[config.mk]
export PLATFORM = sky130hd
export DESIGN_NAME = fmd_decoder
export DESIGN_NICKNAME = d
export VERILOG_FILES = /design/src/fmd_pkg.sv /design/src/fmd_port.sv /design/src/fmd_decoder.sv
export SDC_FILE = /design/constraint.sdc
export NUM_CORES = 1
export LEC_CHECK = 0
export BUFFER_PORTS_ARGS = -buffer_cell sky130_fd_sc_hd__buf_4
export CORE_ASPECT_RATIO = 1.25
export CORE_MARGIN = 2
export CORE_UTILIZATION = 42
export CTS_CLUSTER_SIZE = 30
export DETAILED_ROUTE_END_ITERATION = 6
export GPL_TIMING_DRIVEN = 0
export MAX_ROUTING_LAYER = met4
export PLACE_DENSITY = 0.78
export SYNTH_ARGS = -nofsm -noshare
export SYNTH_HDL_FRONTEND = slang
export SYNTH_SLANG_ARGS = --single-unit
[constraint.sdc]
create_clock -name clk -period 1.4 [get_ports clk]
set_input_delay 0.14 -clock clk [delete_from_list [all_inputs] [get_ports clk]]
set_output_delay 0.14 -clock clk [all_outputs]
set_load 0.01 [all_outputs]
[src/fmd_pkg.sv]
// Constants and types for the per-port framer mode decoder.
// Assumes one system clock and an asynchronous active-low global reset.
`default_nettype none
package fmd_pkg;
    localparam int NUM_PORTS = 4;
    localparam int MODE_W = 6;
    localparam int LINE_W = 3;
    // Framer mode bit positions.
    localparam int MODE_TOP = 5;
    localparam int MODE_B2 = 2;
    localparam int MODE_B1 = 1;
    localparam int MODE_B0 = 0;
    localparam logic [5:0] MODE_E3_G751_MASK = 6'h15;
    localparam logic [5:0] MODE_RESET = 6'h00;
    localparam logic [1:0] BUS_RESET = 2'h0;
    localparam logic [2:0] LINE_RESET = 3'h0;
    localparam logic [2:0] LINE_UNIPOLAR = 3'h4;
    localparam logic [1:0] BUS_UTOPIA_L2 = 2'h0;
    localparam logic [1:0] BUS_UTOPIA_L3 = 2'h1;
    localparam logic [1:0] BUS_PKT_L2 = 2'h2;
    localparam logic [1:0] BUS_PKT_L3 = 2'h3;
    typedef enum logic [7:0] {
        FMD_NONE = 8'h01,
        FMD_INT_SUB = 8'h02,
        FMD_EXT_SUB = 8'h04,
        FMD_FLEX_SUB = 8'h08,
        FMD_PLCP = 8'h10,
        FMD_PLCPM = 8'h20,
        FMD_CLR = 8'h40,
        FMD_CLRM = 8'h80
    } fmd_mode_e;
endpackage
`default_nettype wire

[src/fmd_port.sv]
// One port's mode decode: registered mapping enables from its own settings.
// Assumes settings are synchronous to clk and shared interface select.
`default_nettype none
module fmd_port (
    // Clock and reset
    input wire logic clk,
    input wire logic arst_n,
    // Configuration
    input wire logic [5:0] framer_mode_field,
    input wire logic cell_packet_select,
    input wire logic [1:0] system_interface_select,
    input wire logic e3_line,
    // Decoded enables
    output logic [7:0] mode_onehot,
    output logic atm_cells,
    output logic force_unipolar,
    output logic framer_enable,
    output logic line_unit_enable,
    output logic datapath_reset,
    output logic config_error
);
    fmd_pkg::fmd_mode_e mode;
    fmd_pkg::fmd_mode_e next_mode;
    logic next_atm;
    logic next_err;
    logic atm_reg;
    logic err_reg;

    function automatic fmd_pkg::fmd_mode_e decode(input logic [5:0] code);
        logic [2:0] lo;
        lo = code[fmd_pkg::MODE_B2:fmd_pkg::MODE_B0];
        if (!code[fmd_pkg::MODE_TOP])
        begin
            case (lo)
                3'h2: decode = fmd_pkg::FMD_INT_SUB;
                3'h3: decode = fmd_pkg::FMD_EXT_SUB;
                3'h6: decode = fmd_pkg::FMD_FLEX_SUB;
                3'h4: decode = fmd_pkg::FMD_PLCP;
                3'h5: decode = fmd_pkg::FMD_PLCPM;
                default: decode = fmd_pkg::FMD_NONE;
            endcase
        end
        else if (!code[fmd_pkg::MODE_B2] && !code[fmd_pkg::MODE_B0])
            decode = fmd_pkg::FMD_CLR;
        else if (!code[fmd_pkg::MODE_B2] && !code[fmd_pkg::MODE_B1])
            decode = fmd_pkg::FMD_CLRM;
        else
            decode = fmd_pkg::FMD_NONE;
    endfunction

    always_comb
    begin
        next_mode = decode(framer_mode_field);
        next_err = 1'b0;
        // E3 overhead-mask PLCP only with the one legal code; else held off.
        if (next_mode == fmd_pkg::FMD_PLCPM && e3_line
            && framer_mode_field != fmd_pkg::MODE_E3_G751_MASK)
        begin
            next_mode = fmd_pkg::FMD_NONE;
            next_err = 1'b1;
        end
        case (next_mode)
            fmd_pkg::FMD_PLCP, fmd_pkg::FMD_PLCPM: next_atm = 1'b1;
            default:
                next_atm = (system_interface_select == fmd_pkg::BUS_PKT_L2
                    || system_interface_select == fmd_pkg::BUS_PKT_L3)
                    ? cell_packet_select : 1'b1;
        endcase
    end

    always_ff @(posedge clk or negedge arst_n)
    begin
        if (!arst_n)
        begin
            mode <= fmd_pkg::FMD_NONE;
            atm_reg <= 1'b1;
            err_reg <= 1'b0;
        end
        else
        begin
            mode <= next_mode;
            atm_reg <= next_atm;
            err_reg <= next_err;
        end
    end

    assign mode_onehot = mode;
    assign atm_cells = atm_reg;
    assign config_error = err_reg;
    assign force_unipolar = (mode == fmd_pkg::FMD_PLCPM) || (mode == fmd_pkg::FMD_CLRM);
    // Clear-channel modes bypass the framer; the datapath sits in reset only in the no-mode state.
    assign framer_enable = !(mode == fmd_pkg::FMD_NONE || mode == fmd_pkg::FMD_CLR
        || mode == fmd_pkg::FMD_CLRM);
    assign line_unit_enable = !(mode == fmd_pkg::FMD_NONE || force_unipolar);
    assign datapath_reset = (mode == fmd_pkg::FMD_NONE);

    chk_unlisted_reset: assert property (@(posedge clk) disable iff (!arst_n)
        $past(decode(framer_mode_field)) == fmd_pkg::FMD_NONE |-> datapath_reset)
        else $error("unlisted mode code did not hold datapath in reset");
    chk_plcp_cells: assert property (@(posedge clk) disable iff (!arst_n)
        (mode == fmd_pkg::FMD_PLCP || mode == fmd_pkg::FMD_PLCPM) |-> atm_cells)
        else $error("PLCP mode without cell processing");
    chk_mask_unipolar: assert property (@(posedge clk) disable iff (!arst_n)
        mode == fmd_pkg::FMD_CLRM |-> force_unipolar && !line_unit_enable && !framer_enable)
        else $error("clear-channel mask mode not bypassing line path");
    // The first edge after reset still holds the reset mode whatever code stood before it,
    // so the decode checks only look at codes taken while out of reset.
    chk_clr_bypass: assert property (@(posedge clk) disable iff (!arst_n)
        $past(arst_n) && $past(framer_mode_field[5]) && !$past(framer_mode_field[2])
        && !$past(framer_mode_field[0]) |-> mode == fmd_pkg::FMD_CLR && !framer_enable)
        else $error("clear-channel code not decoded");
    chk_int_sub: assert property (@(posedge clk) disable iff (!arst_n)
        $past(arst_n) && !$past(framer_mode_field[5]) && $past(framer_mode_field[2:0]) == 3'h2
        |-> mode == fmd_pkg::FMD_INT_SUB && framer_enable)
        else $error("internal fractional code not decoded");
    chk_ext_sub: assert property (@(posedge clk) disable iff (!arst_n)
        $past(arst_n) && !$past(framer_mode_field[5]) && $past(framer_mode_field[2:0]) == 3'h3
        |-> mode == fmd_pkg::FMD_EXT_SUB)
        else $error("external fractional code not decoded");
    chk_flex_sub: assert property (@(posedge clk) disable iff (!arst_n)
        $past(arst_n) && !$past(framer_mode_field[5]) && $past(framer_mode_field[2:0]) == 3'h6
        |-> mode == fmd_pkg::FMD_FLEX_SUB)
        else $error("flexible fractional code not decoded");
    chk_plcp_sel: assert property (@(posedge clk) disable iff (!arst_n)
        $past(arst_n) && !$past(framer_mode_field[5]) && $past(framer_mode_field[2:0]) == 3'h4
        |-> mode == fmd_pkg::FMD_PLCP && !force_unipolar)
        else $error("PLCP code not decoded");
    chk_e3_mask: assert property (@(posedge clk) disable iff (!arst_n)
        mode == fmd_pkg::FMD_PLCPM && $past(e3_line)
        |-> $past(framer_mode_field) == fmd_pkg::MODE_E3_G751_MASK && force_unipolar)
        else $error("E3 mask PLCP with illegal code");
    chk_utopia_atm: assert property (@(posedge clk) disable iff (!arst_n)
        !$past(system_interface_select[1]) |-> atm_cells)
        else $error("UTOPIA bus not forced to cells");
endmodule
`default_nettype wire

[src/fmd_decoder.sv]
// Top of the framer mode decoder: one independent decode per port.
// Assumes configuration inputs come from registers in the system clock domain.
`default_nettype none
module fmd_decoder (
    // Clock and reset
    input wire logic clk,
    input wire logic arst_n,
    // Global configuration
    input wire logic [1:0] system_interface_select,
    // Per-port configuration
    input wire logic [23:0] framer_mode_field,
    input wire logic [3:0] cell_packet_select,
    input wire logic [3:0] e3_line,
    input wire logic [11:0] line_mode_field,
    // Bus type decode
    output logic utopia_l2,
    output logic utopia_l3,
    output logic pkt_l2,
    output logic pkt_l3,
    // Per-port decoded enables
    output logic [31:0] mode_onehot,
    output logic [3:0] atm_cells,
    output logic [3:0] framer_enable,
    output logic [3:0] line_unit_enable,
    output logic [3:0] datapath_reset,
    output logic [3:0] config_error,
    output logic [11:0] effective_line_mode
);
    logic [1:0] bus_sel;
    logic [1:0] next_bus_sel;
    logic [3:0] unipolar;

    always_comb
    begin
        next_bus_sel = system_interface_select;
    end

    always_ff @(posedge clk or negedge arst_n)
    begin
        if (!arst_n)
            bus_sel <= fmd_pkg::BUS_RESET;
        else
            bus_sel <= next_bus_sel;
    end

    assign utopia_l2 = (bus_sel == fmd_pkg::BUS_UTOPIA_L2);
    assign utopia_l3 = (bus_sel == fmd_pkg::BUS_UTOPIA_L3);
    assign pkt_l2 = (bus_sel == fmd_pkg::BUS_PKT_L2);
    assign pkt_l3 = (bus_sel == fmd_pkg::BUS_PKT_L3);

    // Each port keeps its own settings; only the bus type is shared.
    for (genvar p = 0; p < fmd_pkg::NUM_PORTS; p++)
    begin : g_port
        logic [2:0] line_q;
        always_ff @(posedge clk or negedge arst_n)
        begin
            if (!arst_n)
                line_q <= fmd_pkg::LINE_RESET;
            else
                line_q <= line_mode_field[p*3 +: 3];
        end
        fmd_port u_port (
            .clk(clk),
            .arst_n(arst_n),
            .framer_mode_field(framer_mode_field[p*6 +: 6]),
            .cell_packet_select(cell_packet_select[p]),
            .system_interface_select(system_interface_select),
            .e3_line(e3_line[p]),
            .mode_onehot(mode_onehot[p*8 +: 8]),
            .atm_cells(atm_cells[p]),
            .force_unipolar(unipolar[p]),
            .framer_enable(framer_enable[p]),
            .line_unit_enable(line_unit_enable[p]),
            .datapath_reset(datapath_reset[p]),
            .config_error(config_error[p])
        );
        assign effective_line_mode[p*3 +: 3] = unipolar[p] ? fmd_pkg::LINE_UNIPOLAR : line_q;
    end
endmodule
`default_nettype wire

==> results.toml <==
[die]
fp.dieW_um = 72.9
core-area_um2 = 5780
pin_count = 116
die_h_um = 90.1
start_util = 0.431
rows = 31
dieArea_um2 = 6560

[placed_design]
placed_cells = 403
port_buffers = 109
dp_hpwl_mm = 4.09
place_congestion = 0.786

[critical_path]
arrival_ps = 1790
endpoint_kind = "output pin"
worstPathCellList = "or4_4 > nor4_4 > or2_1 > buf_6"
critPathKind = "flop to output pin"
crit_slowest_cell = "or4_4"
path_buf_inv = 1
critPathRequiredTime_ps = 1260
cp_top_family = "simple AND/OR/NAND/NOR gates"
crit_path_max_fanout = 3
slowest_delay_ps = 580
critPathLaunchType = "flop"

[cts]
htreeDepth = 2
cts_sinks = 54
cts_tree = "built"
cts_buffers = 5
clock_tree.buffer_depth = 2
clkTransAtPathRegs_ps = 90
clockRootBuffer = "clkbuf_8"

[global_route]
grt_overflow_total = 0
antenna_found_initial = 0
grt_pass1_wl_mm = 9.05
grt_usage = 0.181
grt_max_degree = 55
grt_pass1_vias = 1991

[synthesis]
synth_top_area_frac = 0.462
yosys.cell_count.top_type = "dfrtp_1"
yosys.area_share.adder = 0
netlist_instances = 228
yosysSeqAreaShare = 0.547
synth_warnings = 0
ys_types = 30
muxShareOfSynthArea = 0.00452
synth_edf_count = 0
synth_fp_nets = 276
synth_top_family_by_area = "simple AND/OR/NAND/NOR gates"
ys_top_cells_by_area = "dfrtp_1 (46%), dfstp_2 (8.4%), buf_4 (6.0%), nor4bb_1 (3.6%), o21ai_0 (3.2%)"
synth_area_per_cell_um2 = 10.9
synth-seq-cells = 54
synth_common_cells = "dfrtp_1 (46), nor2_1 (21), buf_4 (20)"
yosys.area_share.simple = 0.272
async_flop_share = 1.00
netlist_area_um2 = 2490
yosys_most_used_dff = "dfrtp_1"
synth_compound_area_frac = 0.0749
synth-xor-area-share = 0.0281
yosysTopAreaCell = "dfrtp_1"

[timing]
finalHoldViolCount = 0
rsz0062_at_grt = "yes"
tightest_slew_ps = 645
relSlewSlack = 0.570
fin_crit_sh = 1.38
maxSlewViolCount = 0
clock.fmax_mhz = 518
fin_ws_ps = -529
fin_crit_ps = 1930
setup_viol_count_final = 24
timing.hold.ws_ps = 26.8

[pwr]
vdd_drop_max_mv = 0.567
power.density_nw_per_um2 = 919
p_leak_uw = 0.00182

[detailed_routing]
top_layer = "met4"
drcViolationCount = 0
met1_length_mm = 2.11
ant_nets = 0
first_pass_iters = 4
avgRoutedWirePerCell_um = 13.5
num_vias = 2074
dr_wl_met3_um = 298
totalWireLength_mm = 5.70
dr.first_iter.drc_count = 60
wl_met2_mm = 3.23
vias_per_cell = 4.91

[layout]
multi_input_area_um2 = 1030
drive_gt1_frac = 0.483
regArea_um2 = 1360
fill_cells = 474
fin_nets = 403
diodes = 0
stdcell_count = 422
area_growth_pct = 50.4

[flow_run]
drv_cap = 0

[hold_path]
min_to = "g_port[1].u_port.mode_onehot[4]$_DFF_PN0_"
holdPathStages = 2
hold_class = "primary input to flop"
min_from = "framer_mode_field[6]"

[status]
status = "complete, but fails checks"
violations = "negative setup slack"
==> layer usage <==
layer  GRT usage  vias up
met1       0.194      974
li1            -     1029
met2       0.328       66
met4      0.0509        0
met3      0.0404        5
met5           -        -
==> cell families (layout without fill, tap and decap cells) <==
logic type      Yosys count  after routing
xor+xnor                  8              8
mux                       1              1
compound gates           34             34
flops                    54             54
simple gates            103            103
buf+inv                  28            156
==> stage by stage <==
step	setup WS, ps	utilization	TNS [ps]	total power (uW)	instance area, um^2
after global routing	-643	0.648	-12980	3620	3740
after CTS	-524	0.642	-11650	3460	3710
after floorplan	-133	-	-1660	2040	2490
after detailed placement	-249	0.587	-4430	2410	3390
final	-529	0.648	-10940	3440	3740
after global placement	-244	0.587	-4290	2400	3390
==> worst max path at each step <==
stage | cells after the start | slack [ps] | endpoint | from
after global routing | 4 | -640 | effective_line_mode[9] | g_port[3].u_port.mode_onehot[1]$_DFF_PN0_
after global placement | 4 | -240 | effective_line_mode[8] | g_port[2].u_port.mode_onehot[4]$_DFF_PN0_
after detailed placement | 4 | -250 | framer_enable[3] | g_port[3].u_port.mode_onehot[4]$_DFF_PN0_
after floorplan | 3 | -130 | effective_line_mode[2] | g_port[0].u_port.mode_onehot[4]$_DFF_PN0_
after CTS | 3 | -520 | framer_enable[0] | g_port[0].u_port.mode_onehot[1]$_DFF_PN0_
final | 4 | -530 | effective_line_mode[2] | g_port[0].u_port.mode_onehot[1]$_DFF_PN0_
==> power by group <==
| group | total [uW] | switching (uW) | internal [uW] | leakage, uW |
|---|---|---|---|---|
| clock network | 999 | 472 | 527 | 0.0000579 |
| logic | 755 | 323 | 432 | 0.00108 |
| registers | 1690 | 55.0 | 1630 | 0.000686 |
==> repair_timing <==
action | CTS | global route
gates resized for setup | 15 | 13
buffers inserted | 4 | 2
hold buffers | 15 | 0
pin swaps | 10 | 5
hold endpoints to repair | 60 | 0
setup endpoints to repair | 24 | 24
==> sequential cells by signal, indices dropped and copies added, names as in the netlist <==
| name | cells |
|---|---|
| g_port.u_port.config_error | 4 |
| g_port.u_port.atm_cells | 4 |
| bus_sel | 2 |
| g_port.line_q | 12 |
| g_port.u_port.mode_onehot | 32 |
==> placed cells by master, fill, tap and decap left out, types with 3 or more instances in the layout <==
master / instances
a21o_1: 3
a21oi_1: 9
a31oi_1: 5
and2_4: 3
buf_2: 3
buf_4: 115
buf_6: 10
clkbuf_1: 3
clkbuf_8: 5
dfrtp_1: 46
dfstp_2: 8
dlygate4sd3_1: 15
nand2_1: 8
nand2b_1: 4
nand3_1: 4
nor2_1: 18
nor2_4: 3
nor2b_1: 10
nor3_1: 6
nor3b_1: 7
nor4_4: 4
nor4b_1: 4
nor4bb_1: 9
o21ai_0: 12
or2_1: 4
or3_4: 3
or3b_2: 8
or4_4: 4
xnor2_1: 4
xor2_1: 4
==> final cells by class <==
cell class	count	share of cell area
flip-flops and latches	54	0.364
repair buffers	130	0.281
multi-input cells	146	0.276
plain buffers	16	0.0271
well taps	66	0.0221
clock buffers	5	0.0184
clock inverters	3	0.0107
inverters	2	0.00200
No activity file was read; power rests on OpenSTA's default activity.
